### config.mk
export PLATFORM = sky130hd
export DESIGN_NAME = usb_host_list_frame_regs
export DESIGN_NICKNAME = d
export VERILOG_FILES = /design/src/rtl/usb_list_frame_pkg.sv /design/src/rtl/usb_host_list_frame_regs.sv
export SDC_FILE = /design/constraint.sdc
export NUM_CORES = 1
export LEC_CHECK = 0
export BUFFER_PORTS_ARGS = -buffer_cell sky130_fd_sc_hd__buf_2
export CORE_UTILIZATION = 60
export CTS_CLUSTER_SIZE = 24
export DETAILED_ROUTE_END_ITERATION = 10
export PLACE_DENSITY_LB_ADDON = 0.15
export SLEW_MARGIN = 40
export SYNTH_ARGS = -nofsm -noshare
export SYNTH_HDL_FRONTEND = slang
export SYNTH_SLANG_ARGS = --single-unit
### constraint.sdc
create_clock -name clk -period 5.1 [get_ports clk]
set_input_delay 0.51 -clock clk [delete_from_list [all_inputs] [get_ports clk]]
set_output_delay 0.51 -clock clk [all_outputs]
set_load 0.05 [all_outputs]
### src/rtl/usb_list_frame_pkg.sv
// Constants for the list-pointer and frame-timing register slice
// ****************************************************************
// ****************************************************************
package usb_list_frame_pkg;

  // ****************************************************************
  // Register offsets (byte addresses as printed)
  // ****************************************************************
  localparam logic [7:0] OFS_OWNER_EN = 8'h12;
  localparam logic [7:0] OFS_IRQ_DIS = 8'h14;
  localparam logic [7:0] OFS_OWNER_DIS = 8'h16;
  localparam logic [7:0] OFS_COMM_AREA = 8'h18;
  localparam logic [7:0] OFS_PERIODIC_CUR = 8'h1c;
  localparam logic [7:0] OFS_CTRL_HEAD = 8'h20;
  localparam logic [7:0] OFS_CTRL_CUR = 8'h24;
  localparam logic [7:0] OFS_BULK_HEAD = 8'h28;
  localparam logic [7:0] OFS_BULK_CUR = 8'h2c;
  localparam logic [7:0] OFS_DONE_HEAD = 8'h30;
  localparam logic [7:0] OFS_FRAME_LEN = 8'h34;
  localparam logic [7:0] OFS_FRAME_CNT = 8'h38;

  // ****************************************************************
  // Field positions
  // ****************************************************************
  localparam int MASTER_BIT = 15;
  localparam int OWNER_CHG_BIT = 14;
  localparam int TOGGLE_BIT = 31;
  localparam int FATAL_BIT = 4;
  localparam int SRC_W = 7;
  localparam int COMM_LSB = 8;
  localparam int PTR_LSB = 4;
  localparam int FRAME_W = 14;
  localparam int FNUM_W = 16;
  localparam logic [SRC_W-1:0] SRC_MASK = 7'h6f;

  // List pointer slots
  localparam int NUM_PTR = 6;
  localparam int PTR_PERIODIC_CUR = 0;
  localparam int PTR_CTRL_HEAD = 1;
  localparam int PTR_CTRL_CUR = 2;
  localparam int PTR_BULK_HEAD = 3;
  localparam int PTR_BULK_CUR = 4;
  localparam int PTR_DONE_HEAD = 5;
  localparam logic [NUM_PTR-1:0] PTR_SW_WRITABLE = 6'h07;

  // ****************************************************************
  // Reset values
  // ****************************************************************
  localparam logic [FRAME_W-1:0] FRAME_LEN_RST = 14'h00bb;
  localparam logic [31:0] ZERO_RST = 32'h0000_0000;

endpackage

### src/rtl/usb_host_list_frame_regs.sv
// Host controller list pointers, ownership enables and frame timer
`timescale 1ns/1ps
module usb_host_list_frame_regs #(
  parameter int FRAME_BITS = usb_list_frame_pkg::FRAME_W
) (
  // Clock and reset
  input wire logic clk,
  input wire logic rst_n,
  // Register port
  input wire logic [7:0] reg_addr,
  input wire logic reg_wr,
  input wire logic reg_rd,
  input wire logic [31:0] reg_wdata,
  output logic [31:0] reg_rdata,
  // Primary interrupt enable and status, held outside this slice
  input wire logic [usb_list_frame_pkg::SRC_W-1:0] src_enable,
  input wire logic [usb_list_frame_pkg::SRC_W-1:0] src_status,
  input wire logic owner_change_status,
  output logic [usb_list_frame_pkg::SRC_W-1:0] src_disable_pulse,
  output logic irq,
  // List processor pointer updates
  input wire logic [usb_list_frame_pkg::NUM_PTR-1:0] ptr_load,
  input wire logic [27:0] ptr_value,
  // Frame timing
  input wire logic operational_state,
  input wire logic bit_tick,
  output logic frame_end,
  output logic frame_wrap,
  output logic [usb_list_frame_pkg::FNUM_W-1:0] frame_number,
  output logic [FRAME_BITS-1:0] frame_remaining,
  output logic [31:0] comm_area_ptr
);
  import usb_list_frame_pkg::*;

  // Counter and read path are sized for the fixed 14-bit frame field
  if (FRAME_BITS != FRAME_W) begin : g_bad_frame_bits
    $error("FRAME_BITS must equal the 14-bit frame field");
  end

  // ****************************************************************
  // Address decode
  // ****************************************************************
  logic wr_owner_en, wr_irq_dis, wr_owner_dis, wr_comm, wr_len, wr_cnt;
  assign wr_owner_en = reg_wr && (reg_addr == OFS_OWNER_EN);
  assign wr_irq_dis = reg_wr && (reg_addr == OFS_IRQ_DIS);
  assign wr_owner_dis = reg_wr && (reg_addr == OFS_OWNER_DIS);
  assign wr_comm = reg_wr && (reg_addr == OFS_COMM_AREA);
  assign wr_len = reg_wr && (reg_addr == OFS_FRAME_LEN);
  assign wr_cnt = reg_wr && (reg_addr == OFS_FRAME_CNT);

  // ****************************************************************
  // Ownership enables
  // ****************************************************************
  logic master_irq_on_r, owner_change_irq_on_r;
  always_ff @(posedge clk) begin
    if (!rst_n) begin
      master_irq_on_r <= 1'b0;
      owner_change_irq_on_r <= 1'b0;
    end else if (wr_owner_en) begin
      master_irq_on_r <= reg_wdata[MASTER_BIT];
      owner_change_irq_on_r <= reg_wdata[OWNER_CHG_BIT];
    end else if (wr_owner_dis) begin
      // Write 0 leaves the enable untouched
      if (reg_wdata[MASTER_BIT]) begin
        master_irq_on_r <= 1'b0;
      end
      if (reg_wdata[OWNER_CHG_BIT]) begin
        owner_change_irq_on_r <= 1'b0;
      end
    end
  end

  // Source disables become one-cycle clear pulses to the enable owner
  always_comb begin
    src_disable_pulse = wr_irq_dis ? (reg_wdata[SRC_W-1:0] & SRC_MASK) : '0;
  end

  // Registered so the pin never glitches on decode
  always_ff @(posedge clk) begin
    if (!rst_n) begin
      irq <= 1'b0;
    end else begin
      irq <= master_irq_on_r &&
             (|(src_status & src_enable & SRC_MASK) ||
              (owner_change_status && owner_change_irq_on_r));
    end
  end

  // ****************************************************************
  // Communication area and list pointers
  // ****************************************************************
  logic [31-COMM_LSB:0] comm_area_r;
  always_ff @(posedge clk) begin
    if (!rst_n) begin
      comm_area_r <= '0;
    end else if (wr_comm) begin
      comm_area_r <= reg_wdata[31:COMM_LSB];
    end
  end
  assign comm_area_ptr = {comm_area_r, {COMM_LSB{1'b0}}};

  logic [27:0] ptr_r [NUM_PTR];
  logic [7:0] ptr_ofs [NUM_PTR];
  assign ptr_ofs[PTR_PERIODIC_CUR] = OFS_PERIODIC_CUR;
  assign ptr_ofs[PTR_CTRL_HEAD] = OFS_CTRL_HEAD;
  assign ptr_ofs[PTR_CTRL_CUR] = OFS_CTRL_CUR;
  assign ptr_ofs[PTR_BULK_HEAD] = OFS_BULK_HEAD;
  assign ptr_ofs[PTR_BULK_CUR] = OFS_BULK_CUR;
  assign ptr_ofs[PTR_DONE_HEAD] = OFS_DONE_HEAD;

  // Hardware load wins over a software write in the same cycle
  for (genvar i = 0; i < NUM_PTR; i++) begin : g_ptr
    always_ff @(posedge clk) begin
      if (!rst_n) begin
        ptr_r[i] <= '0;
      end else if (ptr_load[i]) begin
        ptr_r[i] <= ptr_value;
      end else if (reg_wr && (reg_addr == ptr_ofs[i]) && PTR_SW_WRITABLE[i]) begin
        ptr_r[i] <= reg_wdata[31:PTR_LSB];
      end
    end
  end

  // ****************************************************************
  // Frame interval, remaining counter and frame number
  // ****************************************************************
  logic [FRAME_W-1:0] frame_len_r;
  logic len_toggle_r, cnt_toggle_r;
  always_ff @(posedge clk) begin
    if (!rst_n) begin
      frame_len_r <= FRAME_LEN_RST;
      len_toggle_r <= 1'b0;
    end else if (wr_len) begin
      frame_len_r <= reg_wdata[FRAME_W-1:0];
      len_toggle_r <= reg_wdata[TOGGLE_BIT];
    end
  end

  logic oper_d_r;
  always_ff @(posedge clk) begin
    if (!rst_n) begin
      oper_d_r <= 1'b0;
    end else begin
      oper_d_r <= operational_state;
    end
  end

  logic enter_oper, reload;
  assign enter_oper = operational_state && !oper_d_r;
  assign reload = operational_state && bit_tick && (frame_remaining == '0);

  always_ff @(posedge clk) begin
    if (!rst_n) begin
      frame_remaining <= '0;
      cnt_toggle_r <= 1'b0;
    end else begin
      if (wr_cnt) begin
        cnt_toggle_r <= reg_wdata[TOGGLE_BIT];
      end
      if (enter_oper) begin
        frame_remaining <= frame_len_r;
      end else if (reload) begin
        frame_remaining <= frame_len_r;
      end else if (wr_cnt) begin
        frame_remaining <= reg_wdata[FRAME_W-1:0];
      end else if (operational_state && bit_tick) begin
        frame_remaining <= frame_remaining - 1'b1;
      end
    end
  end

  always_ff @(posedge clk) begin
    if (!rst_n) begin
      frame_number <= '0;
      frame_end <= 1'b0;
      frame_wrap <= 1'b0;
    end else begin
      frame_end <= reload;
      frame_wrap <= 1'b0;
      if (reload) begin
        frame_number <= frame_number + 1'b1;
        // Bit 15 flips on 7fff->8000 and on ffff->0000
        frame_wrap <= &frame_number[FNUM_W-2:0];
      end
    end
  end

  // ****************************************************************
  // Read path; unmapped offsets read zero
  // ****************************************************************
  logic [31:0] rd_nxt;
  always_comb begin
    rd_nxt = '0;
    case (reg_addr)
      OFS_OWNER_EN, OFS_OWNER_DIS: begin
        rd_nxt[MASTER_BIT] = master_irq_on_r;
        rd_nxt[OWNER_CHG_BIT] = owner_change_irq_on_r;
      end
      OFS_IRQ_DIS: rd_nxt[SRC_W-1:0] = src_enable & SRC_MASK;
      OFS_COMM_AREA: rd_nxt = comm_area_ptr;
      OFS_PERIODIC_CUR: rd_nxt = {ptr_r[PTR_PERIODIC_CUR], 4'h0};
      OFS_CTRL_HEAD: rd_nxt = {ptr_r[PTR_CTRL_HEAD], 4'h0};
      OFS_CTRL_CUR: rd_nxt = {ptr_r[PTR_CTRL_CUR], 4'h0};
      OFS_BULK_HEAD: rd_nxt = {ptr_r[PTR_BULK_HEAD], 4'h0};
      OFS_BULK_CUR: rd_nxt = {ptr_r[PTR_BULK_CUR], 4'h0};
      OFS_DONE_HEAD: rd_nxt = {ptr_r[PTR_DONE_HEAD], 4'h0};
      OFS_FRAME_LEN: begin
        rd_nxt[TOGGLE_BIT] = len_toggle_r;
        rd_nxt[FRAME_W-1:0] = frame_len_r;
      end
      OFS_FRAME_CNT: begin
        rd_nxt[TOGGLE_BIT] = cnt_toggle_r;
        rd_nxt[FRAME_W-1:0] = frame_remaining;
      end
      default: rd_nxt = '0;
    endcase
  end

  always_ff @(posedge clk) begin
    if (!rst_n) begin
      reg_rdata <= '0;
    end else if (reg_rd) begin
      reg_rdata <= rd_nxt;
    end
  end

endmodule // usb_host_list_frame_regs

* After elaboration in Yosys (flattened, before gate mapping)
Memories as Yosys holds them, arrays and structs flattened.
Cells that the tools add are included.
** Cells by class
- Add/subtract/negate cells :: 2
- Equal/unequal tests :: 12
- Muxes and demuxes :: 56
- Bitwise gates (word level) :: 10
- Reduce and logical (&&, ||, !) cells :: 27
** Operator list (number)
- $mux W28 :: 9
- $pmux W7 S9 :: 2
- $pmux W15 S7 :: 1
- $eq A8 B6 Y1 const B :: 7
- $mux W14 :: 4
- $eq A8 B5 Y1 const B :: 5
- $mux W1 :: 37
- $add A16 B1 Y16 const B :: 1
- $pmux W2 S8 :: 1
- $reduce_and A15 Y1 :: 1
- $logic_and A1 B1 Y1 :: 14
- $logic_not A14 Y1 :: 1
- $sub A14 B1 Y14 const B :: 1
- $or A1 B1 Y1 :: 9
- $pmux W1 S9 :: 1
- $and A7 B7 Y7 :: 1
- $mux W7 :: 1
- $reduce_and A2 Y1 :: 3
- $reduce_bool A2 Y1 :: 3
- $reduce_or A6 Y1 :: 1
- $reduce_bool A4 Y1 :: 1
- $reduce_or A2 Y1 :: 1
- $logic_not A1 Y1 :: 1
- $logic_or A1 B1 Y1 :: 1
** Word-level totals
- Register bits :: 108
- Memory bits (writable) :: 168
- Logic and storage cells :: 121
- Memories kept :: 1
** Memories
- ptr_r :: words 6, bits a word 28, rd ports 6, clocked after memory_dff 0, wr ports 6, line usb_host_list_frame_regs.sv:102 : logic [27:0] ptr_r [NUM_PTR];

* Logic depth before layout (Yosys ltp)
Gate-level depths: netlist of run 1.
- Depth in word-level cells :: 7
- Gate-level depth with buffers :: 9
- Mapped depth without buffers :: 7

* Worst setup path after synthesis of run 1
OpenSTA, ideal clock, no wires.
- Path kind :: input -> register
- Start :: in reg_addr[7]
- End :: mem ptr_r[0][0], enable pin
- Arrival time :: 2117 ps
- Setup slack :: 2598 ps
- Stages :: 7
- Path buffers :: 3
- Cells stage by stage :: buf_2 -> nor4b_2 -> buf_4 -> and4_1 -> buf_4 -> nand2_2 -> nand2_1
** RTL lines
- start: declaration :: line usb_host_list_frame_regs.sv:10 : input wire logic [7:0] reg_addr,
- end: declaration :: line usb_host_list_frame_regs.sv:102

* Worst setup path in the final report of run 1
- Start :: in reg_addr[4]
- End :: out src_disable_pulse[1] (netlist name)
** Between the ends
- Word-level cells in the longest chain between the ends :: 3
** RTL lines
- $eq A8 B5 Y1 :: line usb_host_list_frame_regs.sv:45 : assign wr_irq_dis = reg_wr && (reg_addr == OFS_IRQ_DIS);
- $logic_and A1 B1 Y1 :: line usb_host_list_frame_regs.sv:45
- $mux W7 :: line usb_host_list_frame_regs.sv:75 : src_disable_pulse = wr_irq_dis ? (reg_wdata[SRC_W-1:0] & SRC_MASK) : '0;
- end: declaration :: line usb_host_list_frame_regs.sv:19 : output logic [usb_list_frame_pkg::SRC_W-1:0] src_disable_pulse,
No other way between the ends.

==> summary.md, run 1 <==
| Metric | Value |
|---|---|
| Number of endpoints with negative hold slack in the final report | `0` |
| CTS H-tree depth | `1` |
| Worst-case register-to-register setup slack | `between 1500 and 2000 ps` |
| Number of CTS-inserted buffers | `30` |
| Clock tree root driver cell | `sky130_fd_sc_hd__clkbuf_16` |
| Maximum resistive drop on vdd | `around 0.00024 V` |
| Synth area leader | `sky130_fd_sc_hd__edfxtp_1` |
| Fraction of layout cells with a size suffix above 1 | `between 20 and 25%` |
| Cell Rows | `53` |
| TritonCTS clock tree | `done` |
| Global placer's final weighted congestion | `0.892` |
| Via count of the first global-routing pass | `between 10,000 and 15,000` |
| Input/output buffers | `approximately 190` |
| Post-layout net count | `approximately 1,400` |
| Arrival @ worst endpoint | `approximately 2800 ps` |
| Via count | `~11,000` |
| Switching fraction of total power | `between 20% and 30%` |
| Register area | `a little over 7000 um^2` |
| Sequential share of the synthesized area | `a little under three fifths` |
| Post-synthesis instance total | `between 1,000 and 1,500` |
| Post-placement setup slack | `around 1500 ps` |
| Hold Path Class | `in2reg` |
| Core Area | `approximately 21,000 um^2` |
| Highest clock frequency the design can meet | `0.307 GHz` |
| Yosys reg bits | `276` |
| Relative slew margins | `roughly 36%` |
| Endpoint of the worst hold-timing path | `frame_len_r[1]` |
| Drt wl/cell | `~25 um` |
| Min-Delay Path Depth | `3` |
| Number of primary I/O pins | `slightly below 200` |
| Start point of the worst min-delay path | `reg_wdata[1]` |
| Placed wire-length estimate after detailed placement | `between 20,000 and 30,000 um` |
| Number of inserted filler cells in the final layout | `~1,600` |
| Synth-to-layout area growth | `15.3%` |
| Maximum clock path buffer count | `3` |
| Global Route met1 Usage | `between 40% and 50%` |
| Synthesis warning total | `0` |
| Cell area after synthesis | `roughly 13,000 um^2` |
| Static leakage | `~6.2 nW` |
| Portion of total power attributed to combinational logic | `under 10%` |
| Die Outline Area | `22,400 um^2` |
| Final wirelength | `around 41,000 um` |
| Outcome | `finished, final reports clean` |
| Routed vias/inst | `6.72` |
| Ys flop type | `sky130_fd_sc_hd__edfxtp_1` |
| Global routing met3 resource utilization | `about 8.4%` |
| Share of Yosys cell area claimed by the top area cell type | `just under 40%` |
| Min cycle time layout | `3260 ps` |
| Post-CTS setup repair buffer count | `0` |
| Effective utilization at floorplan | `61.7%` |
| Nature of the critical path endpoint | `primary output` |
| CP Max Fanout | `19` |
| Worst R2R Path Depth | `7` |
| Tightest Pin Transition | `a little under 1000 ps` |
| Crit path launch type | `primary input` |
| Area of the multi-input gates | `roughly 5400 um^2` |
| Overall track demand over capacity in global routing | `between 30% and 40%` |
| First-iteration detailed-routing DRC count | `around 1,200` |
| Antenna violations before repair | `5` |
| Number of synthesized flops with an enable pin | `approximately 170` |
| Most common cell in the synthesized netlist | `sky130_fd_sc_hd__edfxtp_1` |
| Final setup violation count | `0` |
| RSZ-0062 raised after global routing | `false` |
| Worst-path clk slew | `60 ps` |
| Layout Utilization | `between 70% and 80%` |
| Power per unit of standard cell area | `343 nW/um^2` |
| Number of instances resized during post-cts repair | `0` |
| Type of the setup path with the least slack | `in2out` |
| Global-route wire length before repair | `around 61,000 um` |
| Biggest area contributors in the synthesized netlist | `sky130_fd_sc_hd__edfxtp_1 (39%), sky130_fd_sc_hd__dfxtp_1 (17%), sky130_fd_sc_hd__a22o_1 (6.2%), sky130_fd_sc_hd__and3_1 (4.7%), sky130_fd_sc_hd__nand2_1 (4.0%)` |
| Number of optimization iterations in the first detailed-route pass | `5` |
| MaxCap Viol Count | `0` |
| Die Width | `approximately 150 um` |
| Post-synth top cells | `sky130_fd_sc_hd__edfxtp_1 (168), sky130_fd_sc_hd__nand2_1 (139), sky130_fd_sc_hd__dfxtp_1 (108)` |
| Max-slew violations | `0` |
| Hold-fix buffers, CTS | `0` |
| Pin count of the biggest net entering global routing | `42` |
| Proportion of register bits with asynchronous set or reset after synthesis | `0%` |
| Total gr overflow | `0` |
| Internal power component | `0.00392 W` |
| Worst r2r dst | `frame_remaining[11]` |
| M2 GR Usage | `between 50 and 60%` |
| Reg-to-Reg Start | `frame_remaining[0]` |
| Post-route DRC violation count | `0` |
| Post-route ant nets | `0` |
| Syn_area_per_cell | `11.1 um^2` |
| Required time of the worst setup path | `around 4600 ps` |
| Number of sinks on the clock net | `approximately 280` |
| Final sum of negative setup slack | `0 ps` |
| Worst setup margin | `about 1800 ps` |
| Worst Clk Skew | `~10 ps` |
| Insertion delay of the later-clocked pin in the worst-skew pair | `550 ps` |
| Count of cell types in the netlist | `72` |
| Global-route layer with the greatest usage | `met2` |
| Seq pwr share | `about half` |
| Switching power of the nets | `0.00125 W` |
| Die height | `150 um` |
| Final worst path period share | `between 60% and 70%` |
| Clk network pwr share | `41.5%` |
==> routing by layer <==
layer	part of all wire [%]	wire [um]
met4	3.4	1410
met1	39	15900
met2	46	18700
met5	0.054	22
met3	12	5010
==> per-stage QoR <==
step                      hold slack (ps)  instances  total power, W  cell area [um^2]
after global placement                424       1568         0.00304             14100
after CTS                             193       1624         0.00516             15100
final                                 202       1627         0.00517             15100
after global routing                  227       1627         0.00529             15100
after detailed placement              437       1568         0.00306             14100
after floorplan                       424       1188         0.00287             13100
==> flip-flops by register name (all words and copies together) (netlist names), 14 cells and up <==
name	count
comm_area_r	24
ptr_r	168
frame_len_r	14
reg_rdata	32
frame_number	16
frame_remaining	14
==> layout make-up <==
type,count,area share [%]
diodes,3,0.0497
clock buffers,46,5.78
clock inverters,10,0.655
inverters,7,0.174
multi-input cells,795,35.7
flip-flops and latches,276,47.7
well taps,275,2.28
repair buffers,215,7.59
==> power by group through the flow <==
stage | Sequential (W) | Clock, W | Combinational (W)
floorplan | 0.00260 | 0 | 0.000275
global placement | 0.00258 | 0 | 0.000462
detailed placement | 0.00258 | 0 | 0.000471
CTS | 0.00254 | 0.00214 | 0.000475
global route | 0.00255 | 0.00223 | 0.000512
finish | 0.00254 | 0.00215 | 0.000487
==> kinds of logic after synthesis <==
group / Yosys count / share of synthesized area (%)
and+or+nand+nor: 409 / 16.4
muxes: 57 / 5.15
DFF: 276 / 55.0
adders and majority gates: 2 / 0.191
other: 1 / 0.0286
buffers and inverters: 117 / 4.29
xor gates and xnor gates: 22 / 1.47
AOI/OAI and AO/OA: 296 / 17.4
==> worst max-delay path, cell delays in order <==
cell                      delay, ps
sky130_fd_sc_hd__buf_2          490
sky130_fd_sc_hd__nor4b_4        730
sky130_fd_sc_hd__and3_1         530
sky130_fd_sc_hd__and3_1         210
sky130_fd_sc_hd__buf_2          260
==> worst max path at each step <==
stage                        from                    to
3_3_place_gp          reg_addr[3]          ptr_r[2][14]
2_1_floorplan         reg_addr[7]           ptr_r[0][0]
3_5_place_dp          reg_addr[3]          ptr_r[2][15]
4_1_cts               reg_addr[4]  src_disable_pulse[5]
6_report              reg_addr[4]  src_disable_pulse[1]
5_1_grt        frame_remaining[0]    frame_remaining[9]
==> layout by cell type, fill, tap and decap left out, types with 4 or more instances in the layout <==
cell and count:
sky130_fd_sc_hd__nand2_1 139, sky130_fd_sc_hd__dfxtp_1 108, sky130_fd_sc_hd__nor4_1 10, sky130_fd_sc_hd__xnor2_1 14, sky130_fd_sc_hd__nor3_1 12, sky130_fd_sc_hd__nand4_1 15
sky130_fd_sc_hd__a22o_1 92, sky130_fd_sc_hd__nor2b_1 7, sky130_fd_sc_hd__o21ai_1 17, sky130_fd_sc_hd__nand3b_1 4, sky130_fd_sc_hd__and3_1 98, sky130_fd_sc_hd__clkbuf_8 4
sky130_fd_sc_hd__a22oi_1 26, sky130_fd_sc_hd__clkinv_2 7, sky130_fd_sc_hd__o21ai_0 8, sky130_fd_sc_hd__and2_1 9, sky130_fd_sc_hd__nor2_1 52, sky130_fd_sc_hd__a211oi_1 6
sky130_fd_sc_hd__xor2_1 8, sky130_fd_sc_hd__a21oi_1 53, sky130_fd_sc_hd__a211oi_2 9, sky130_fd_sc_hd__o32ai_1 7, sky130_fd_sc_hd__a31oi_1 4, sky130_fd_sc_hd__mux2i_1 37
sky130_fd_sc_hd__nand2b_1 4, sky130_fd_sc_hd__clkbuf_16 31, sky130_fd_sc_hd__mux2_2 11, sky130_fd_sc_hd__mux4_2 7, sky130_fd_sc_hd__conb_1 9, sky130_fd_sc_hd__buf_4 28
sky130_fd_sc_hd__buf_2 187, sky130_fd_sc_hd__a221oi_1 11, sky130_fd_sc_hd__a221o_1 14, sky130_fd_sc_hd__clkbuf_1 11, sky130_fd_sc_hd__edfxtp_1 168, sky130_fd_sc_hd__a222oi_1 9
sky130_fd_sc_hd__inv_1 6, sky130_fd_sc_hd__o22ai_1 13, sky130_fd_sc_hd__a21o_1 6, sky130_fd_sc_hd__nand3_1 27
No activity file was read; power rests on OpenSTA's default activity.
==> inputs of run 2 (changes only) <==
--- a/config.mk
+++ b/config.mk
@@ -6,7 +6,7 @@
 export NUM_CORES = 1
 export LEC_CHECK = 0
 export BUFFER_PORTS_ARGS = -buffer_cell sky130_fd_sc_hd__buf_2
-export CORE_UTILIZATION = 60
+export CORE_UTILIZATION = 52
 export CTS_CLUSTER_SIZE = 24
 export DETAILED_ROUTE_END_ITERATION = 10
 export PLACE_DENSITY_LB_ADDON = 0.15
==> constraint.sdc (replaced) <==
create_clock -name clk -period 2.7 [get_ports clk]
set_input_delay 0.27 -clock clk [delete_from_list [all_inputs] [get_ports clk]]
set_output_delay 0.27 -clock clk [all_outputs]
set_load 0.05 [all_outputs]
==> run 2 against run 1 <==
Clock power rose by 78%. Count of clock-buffer cells in the layout fell by 3. Clock skew rose by 5.5 ps. Setup slack got worse by 1600 ps. Combinational power rose by 110%.
==> summary.md, run 2 (synthesis results as in run 1) <==
| Metric | Value |
|---|---|
| Maximum clock path buffer count | `3` |
| Buffers & Inverters on Critical Path | `1` |
| Worst-path clk slew | `60 ps` |
| Routed vias/inst | `~6.4` |
| Clock tree root driver cell | `sky130_fd_sc_hd__clkbuf_16` |
| Core Area | `24,500 um^2` |
| Fraction of layout cells with a size suffix above 1 | `between 20% and 30%` |
| Max-slew violations | `0` |
| Insertion delay of the later-clocked pin in the worst-skew pair | `540 ps` |
| Outcome | `finished, final reports clean` |
| CTS H-tree depth | `1` |
| Number of instances resized during post-cts repair | `0` |
| Total gr overflow | `0` |
| Die height | `between 150 and 200 um` |
| MaxCap Viol Count | `0` |
| Pin count of the biggest net entering global routing | `48` |
| Crit path launch type | `flop` |
| Maximum resistive drop on vdd | `between 0.0004 and 0.0005 V` |
| Post-layout net count | `approximately 1,500` |
| CP max stage cell | `sky130_fd_sc_hd__a22o_1` |
| Min cycle time layout | `2470 ps` |
| Die Width | `161 um` |
| Global placer's final weighted congestion | `~0.91` |
| Drt wl/cell | `~25 um` |
| Worst hold slack across all endpoints | `between 10 and 15 ps` |
| Power per unit of standard cell area | `615 nW/um^2` |
| First-iteration detailed-routing DRC count | `1,340` |
| Number of inserted filler cells in the final layout | `around 2,000` |
| Seq pwr share | `between 40 and 50%` |
| Arrival @ worst endpoint | `just under 3000 ps` |
| Commonest non-fill, non-tap cell in the layout | `sky130_fd_sc_hd__buf_2` |
| Largest registers | `ptr_r (168), reg_rdata (32), comm_area_r (24)` |
| Static leakage | `around 6.5 nW` |
| Input/output buffers | `roughly 190` |
| Switching fraction of total power | `24.5%` |
| Number of endpoints with negative hold slack in the final report | `0` |
| Highest clock frequency the design can meet | `0.405 GHz` |
| Die Outline Area | `25,800 um^2` |
| Placed wire-length estimate after detailed placement | `roughly 28,000 um` |
| Via count | `approximately 11,000` |
| Global-route wire length before repair | `around 64,000 um` |
| Final worst path period share | `91.5%` |
| Post-CTS setup repair buffer count | `0` |
| Category of cells accounting for the largest share of critical-path delay | `simple AND/OR/NAND/NOR gates` |
| Synth-to-layout area growth | `19.5%` |
| Max reg flops | `about 170` |
| Placed instance count | `between 1,500 and 2,000` |
| Number of CTS-inserted buffers | `29` |
| Final sum of negative setup slack | `0 ps` |
| Relative slew margins | `54.7%` |
| Delay of the slowest cell on the worst path | `around 570 ps` |
| Number of optimization iterations in the first detailed-route pass | `8` |
| Antenna violations before repair | `0` |
| Nature of the critical path endpoint | `flop` |
| Worst Clk Skew | `about 15 ps` |
| Number of primary I/O pins | `199` |
| Overall track demand over capacity in global routing | `33.1%` |
| CP Max Fanout | `14` |
| Top reg by flops | `ptr_r` |
| Post-route ant nets | `0` |
| TritonCTS clock tree | `done` |
| Commonest cells after routing, fill and taps aside | `sky130_fd_sc_hd__buf_2 (187), sky130_fd_sc_hd__edfxtp_1 (168), sky130_fd_sc_hd__nand2_1 (139)` |
| Cell Rows | `57` |
| Hold-fix buffers, CTS | `9` |
| Final setup violation count | `0` |
| Final wirelength | `43,100 um` |
| Type of the setup path with the least slack | `reg2reg` |
| Switching power of the nets | `0.00236 W` |
| Hold Path Class | `in2reg` |
| Layout Utilization | `between 60% and 70%` |
| Number of sinks on the clock net | `about 280` |
| Effective utilization at floorplan | `a little over half` |
| Portion of total power attributed to combinational logic | `10.4%` |
| Count of antenna diodes in the layout | `0` |
| Required time of the worst setup path | `~3200 ps` |
| RSZ-0062 raised after global routing | `false` |
| Via count of the first global-routing pass | `about 10,000` |
| Worst path cell trace | `nor4_2 > nand2_1 > buf_4 > nor2_1 > a22o_1 > a221o_1` |
| Post-route DRC violation count | `0` |
| Final Instance Count excl. Fillers | `~1,700` |
| Tightest Pin Transition | `approximately 680 ps` |
| Internal power component | `0.00726 W` |
| Clk network pwr share | `39.7%` |
run 2: routing by layer:
layer	vias up	global-route usage, %	share of wire (%)
met5	-	0	0
met1	5413	45.4	40
li1	4918	-	-
met2	672	51.5	46
met4	0	12.1	3.5
met3	92	7.28	10
run 2: worst min-delay path: stages:
cell	delay, ps
sky130_fd_sc_hd__buf_2	130
sky130_fd_sc_hd__nand2_1	60
sky130_fd_sc_hd__a21oi_1	50
run 2: path summary, 6_finish.rpt:
check                startpoint                  to  slack, ps  depth (start not counted)
max          frame_remaining[7]  frame_remaining[4]        230                          6
min               reg_wdata[17]      comm_area_r[9]         10                          3
max reg2reg  frame_remaining[7]  frame_remaining[4]        230                          6
min reg2reg        reg_rdata[5]        reg_rdata[5]        450                          2
run 2: area by class of cell:
type                       instances  area (um^2)  share of cell area (%)
clock buffer                      43          828                    5.29
clock inverter                    10         76.3                   0.488
inverter                           7         26.3                   0.168
multi-input combinational        795         5380                    34.4
sequential                       276         7210                    46.1
tap                              324          405                    2.59
timing repair buffer             271         1730                    11.0
run 2: power groups by stage:
stage,combinational [W],sequential (W),clock (W)
floorplan,0.000520,0.00491,0
global placement,0.000957,0.00487,0
detailed placement,0.000967,0.00488,0
CTS,0.000983,0.00479,0.00384
global route,0.00106,0.00481,0.00402
finish,0.00100,0.00480,0.00382
run 2: per-stage QoR:
stage	area (um^2)	total power [W]	setup WS (ps)
2_1_floorplan	13100	0.00543	253
3_3_place_gp	14600	0.00582	341
3_5_place_dp	14600	0.00585	284
4_1_cts	15600	0.00961	259
5_1_grt	15600	0.00989	18.3
6_report	15600	0.00962	230
==> inputs of run 3 (changes only) <==
--- a/config.mk
+++ b/config.mk
@@ -6,10 +6,12 @@
 export NUM_CORES = 1
 export LEC_CHECK = 0
 export BUFFER_PORTS_ARGS = -buffer_cell sky130_fd_sc_hd__buf_2
+export CORE_ASPECT_RATIO = 1.4
 export CORE_UTILIZATION = 52
 export CTS_CLUSTER_SIZE = 24
 export DETAILED_ROUTE_END_ITERATION = 10
-export PLACE_DENSITY_LB_ADDON = 0.15
+export HOLD_SLACK_MARGIN = 0.05
+export PLACE_DENSITY = 0.88
 export SLEW_MARGIN = 40
 export SYNTH_ARGS = -nofsm -noshare
 export SYNTH_HDL_FRONTEND = slang
==> run 3 against run 2 <==
Critical endpoint is now frame_remaining[5]. Non-clock buffer count increased by 11. Count of clock-buffer cells in the layout decreased by 11. Register-to-register slack improved by 100 ps. Combinational power about the same. Critical path depth unchanged.
==> summary.md, run 3 (synthesis results as in run 1) <==
| Metric | Value |
|---|---|
| Via count of the first global-routing pass | `roughly 11,000` |
| Top reg by flops | `ptr_r` |
| Number of optimization iterations in the first detailed-route pass | `7` |
| Number of CTS-inserted buffers | `27` |
| Pin count of the biggest net entering global routing | `100` |
| Commonest non-fill, non-tap cell in the layout | `sky130_fd_sc_hd__buf_2` |
| Endpoint of the worst hold-timing path | `frame_len_r[8]` |
| Min-Delay Path Depth | `3` |
| Number of endpoints with negative hold slack in the final report | `0` |
| Routed vias/inst | `approximately 6.6` |
| Global-route layer with the greatest usage | `met2` |
| Type of the setup path with the least slack | `reg2reg` |
| Input/output buffers | `between 150 and 200` |
| Static leakage | `6.47 nW` |
| Worst hold slack across all endpoints | `~69 ps` |
| Number of inserted filler cells in the final layout | `approximately 1,800` |
| Die Width | `136 um` |
| Hold Path Class | `in2reg` |
| Worst r2r dst | `frame_remaining[5]` |
| Area of the multi-input gates | `5380 um^2` |
| Start point of the worst min-delay path | `reg_wdata[8]` |
| Final wirelength | `roughly 43,000 um` |
| Final setup violation count | `0` |
| Global Route met1 Usage | `between 30% and 40%` |
| Global routing met3 resource utilization | `7.59%` |
| First-iteration detailed-routing DRC count | `1,608` |
| Clock tree root driver cell | `sky130_fd_sc_hd__clkbuf_16` |
| Relative slew margins | `a little under half` |
| Maximum resistive drop on vdd | `0.000674 V` |
| Required time of the worst setup path | `~3200 ps` |
| Number of primary I/O pins | `roughly 200` |
| Post-layout total power | `about 0.0095 W` |
| Worst R2R Path Depth | `6` |
| Synth-to-layout area growth | `19.7%` |
| Register area | `roughly 7200 um^2` |
| Maximum clock path buffer count | `3` |
| Post-route DRC violation count | `0` |
| Drt wl/cell | `around 25 um` |
| Reg-to-Reg Start | `frame_remaining[2]` |
| Post-CTS setup repair buffer count | `0` |
| Placed wire-length estimate after detailed placement | `around 28,000 um` |
| Insertion delay of the later-clocked pin in the worst-skew pair | `~540 ps` |
| Post-layout net count | `1,486` |
| Core Area | `around 25,000 um^2` |
| Max reg flops | `between 150 and 200` |
| Nature of the critical path endpoint | `flop` |
| Effective utilization at floorplan | `53.1%` |
| Tightest Pin Transition | `between 800 and 900 ps` |
| Cell Rows | `slightly below 70` |
| Worst-case register-to-register setup slack | `around 330 ps` |
| Final sum of negative setup slack | `0 ps` |
| CTS H-tree depth | `1` |
| Outcome | `finished, final reports clean` |
| Antenna violations before repair | `7` |
| CP Max Fanout | `14` |
| Post-route ant nets | `0` |
| Via count | `11,500` |
| Fraction of layout cells with a size suffix above 1 | `between 20% and 30%` |
| Min cycle time layout | `about 2400 ps` |
| Number of sinks on the clock net | `around 280` |
| Arrival @ worst endpoint | `between 2000 and 3000 ps` |
| Global placer's final weighted congestion | `0.935` |
| Highest clock frequency the design can meet | `~0.42 GHz` |
| M2 GR Usage | `between 50% and 60%` |
| Max-slew violations | `0` |
| RSZ-0062 raised after global routing | `false` |
| Worst Clk Skew | `around 13 ps` |
| Largest registers | `ptr_r (168), reg_rdata (32), comm_area_r (24)` |
| Overall track demand over capacity in global routing | `33.1%` |
| Die Outline Area | `between 20,000 and 30,000 um^2` |
| TritonCTS clock tree | `done` |
| MaxCap Viol Count | `0` |
| Die height | `around 190 um` |
| Final worst path period share | `between 80 and 90%` |
| Power per unit of standard cell area | `608 nW/um^2` |
| Commonest cells after routing, fill and taps aside | `sky130_fd_sc_hd__buf_2 (187), sky130_fd_sc_hd__edfxtp_1 (168), sky130_fd_sc_hd__nand2_1 (139)` |
| Global-route wire length before repair | `approximately 64,000 um` |
| Total gr overflow | `0` |
| Worst-path clk slew | `60 ps` |
| Crit path launch type | `flop` |
[run 3: changes by cell type in the layout (fill, tap and decap cells not counted), moves of 2 or more]
cell | previous run | this run
sky130_fd_sc_hd__buf_12 | 11 | 5
sky130_fd_sc_hd__buf_4 | 64 | 60
sky130_fd_sc_hd__clkbuf_1 | 9 | 2
sky130_fd_sc_hd__clkbuf_16 | 29 | 27
sky130_fd_sc_hd__clkbuf_8 | 5 | 3
sky130_fd_sc_hd__clkinv_1 | 3 | 5
sky130_fd_sc_hd__clkinv_2 | 4 | 6
sky130_fd_sc_hd__diode_2 | 0 | 6
sky130_fd_sc_hd__dlygate4sd3_1 | 9 | 30
[run 3: cell type report]
| class | instances | share of cell area (%) |
|---|---|---|
| flip-flops and latches | 276 | 46.0 |
| inverters | 7 | 0.168 |
| well taps | 315 | 2.51 |
| clock buffers | 32 | 4.62 |
| diodes | 6 | 0.0957 |
| clock inverters | 17 | 0.949 |
| multi-input cells | 795 | 34.3 |
| repair buffers | 282 | 11.4 |
[run 3: worst max-delay path by stage]
stage	start	cells past startpoint	slack, ps	end
detailed placement	frame_remaining[2]	6	220	frame_remaining[5]
global placement	frame_remaining[2]	6	310	frame_remaining[9]
CTS	frame_remaining[2]	6	180	frame_remaining[5]
global route	frame_remaining[2]	6	150	frame_remaining[5]
floorplan	frame_remaining[0]	9	250	frame_remaining[13]
finish	frame_remaining[2]	6	330	frame_remaining[5]
[run 3: metal layers]
metal	wire length, um	vias up	share of wire, %
met3	5240	221	12
met5	13	-	0.030
met1	14300	5370	33
met4	3030	2	7.0
met2	20700	943	48
li1	-	4925	-
[run 3: where the power goes]
| part | switching, W | internal, W | total, W |
|---|---|---|---|
| clock network | 0.00162 | 0.00211 | 0.00373 |
| registers | 0.0000889 | 0.00471 | 0.00480 |
| logic | 0.000650 | 0.000357 | 0.00101 |
| total | 0.00236 | 0.00717 | 0.00953 |
[run 3: stage by stage]
stage | setup WS (ps) | cells | instance area [um^2] | util [%]
global placement | 305 | 1645 | 14500 | 58.7
CTS | 183 | 1724 | 15700 | 63.5
global route | 153 | 1729 | 15700 | 63.5
detailed placement | 216 | 1645 | 14500 | 58.7
finish | 333 | 1730 | 15700 | 63.6
floorplan | 253 | 1188 | 13100 | -
[run 3: critical path, stage by stage (launching register included)]
cell,delay [ps]
sky130_fd_sc_hd__dfxtp_1,390
sky130_fd_sc_hd__nor4_1,550
sky130_fd_sc_hd__nand4_1,270
sky130_fd_sc_hd__buf_4,250
sky130_fd_sc_hd__nor2_1,230
sky130_fd_sc_hd__a22o_2,400
sky130_fd_sc_hd__a221o_1,220
[run 3: timing repair]
| item | 4_1_cts | 5_1_grt |
|---|---|---|
| setup endpoints to repair | 0 | 14 |
| resized for setup | 0 | 1 |
| endpoints found under the hold margin | 32 | 0 |
| hold buffers | 30 | 0 |
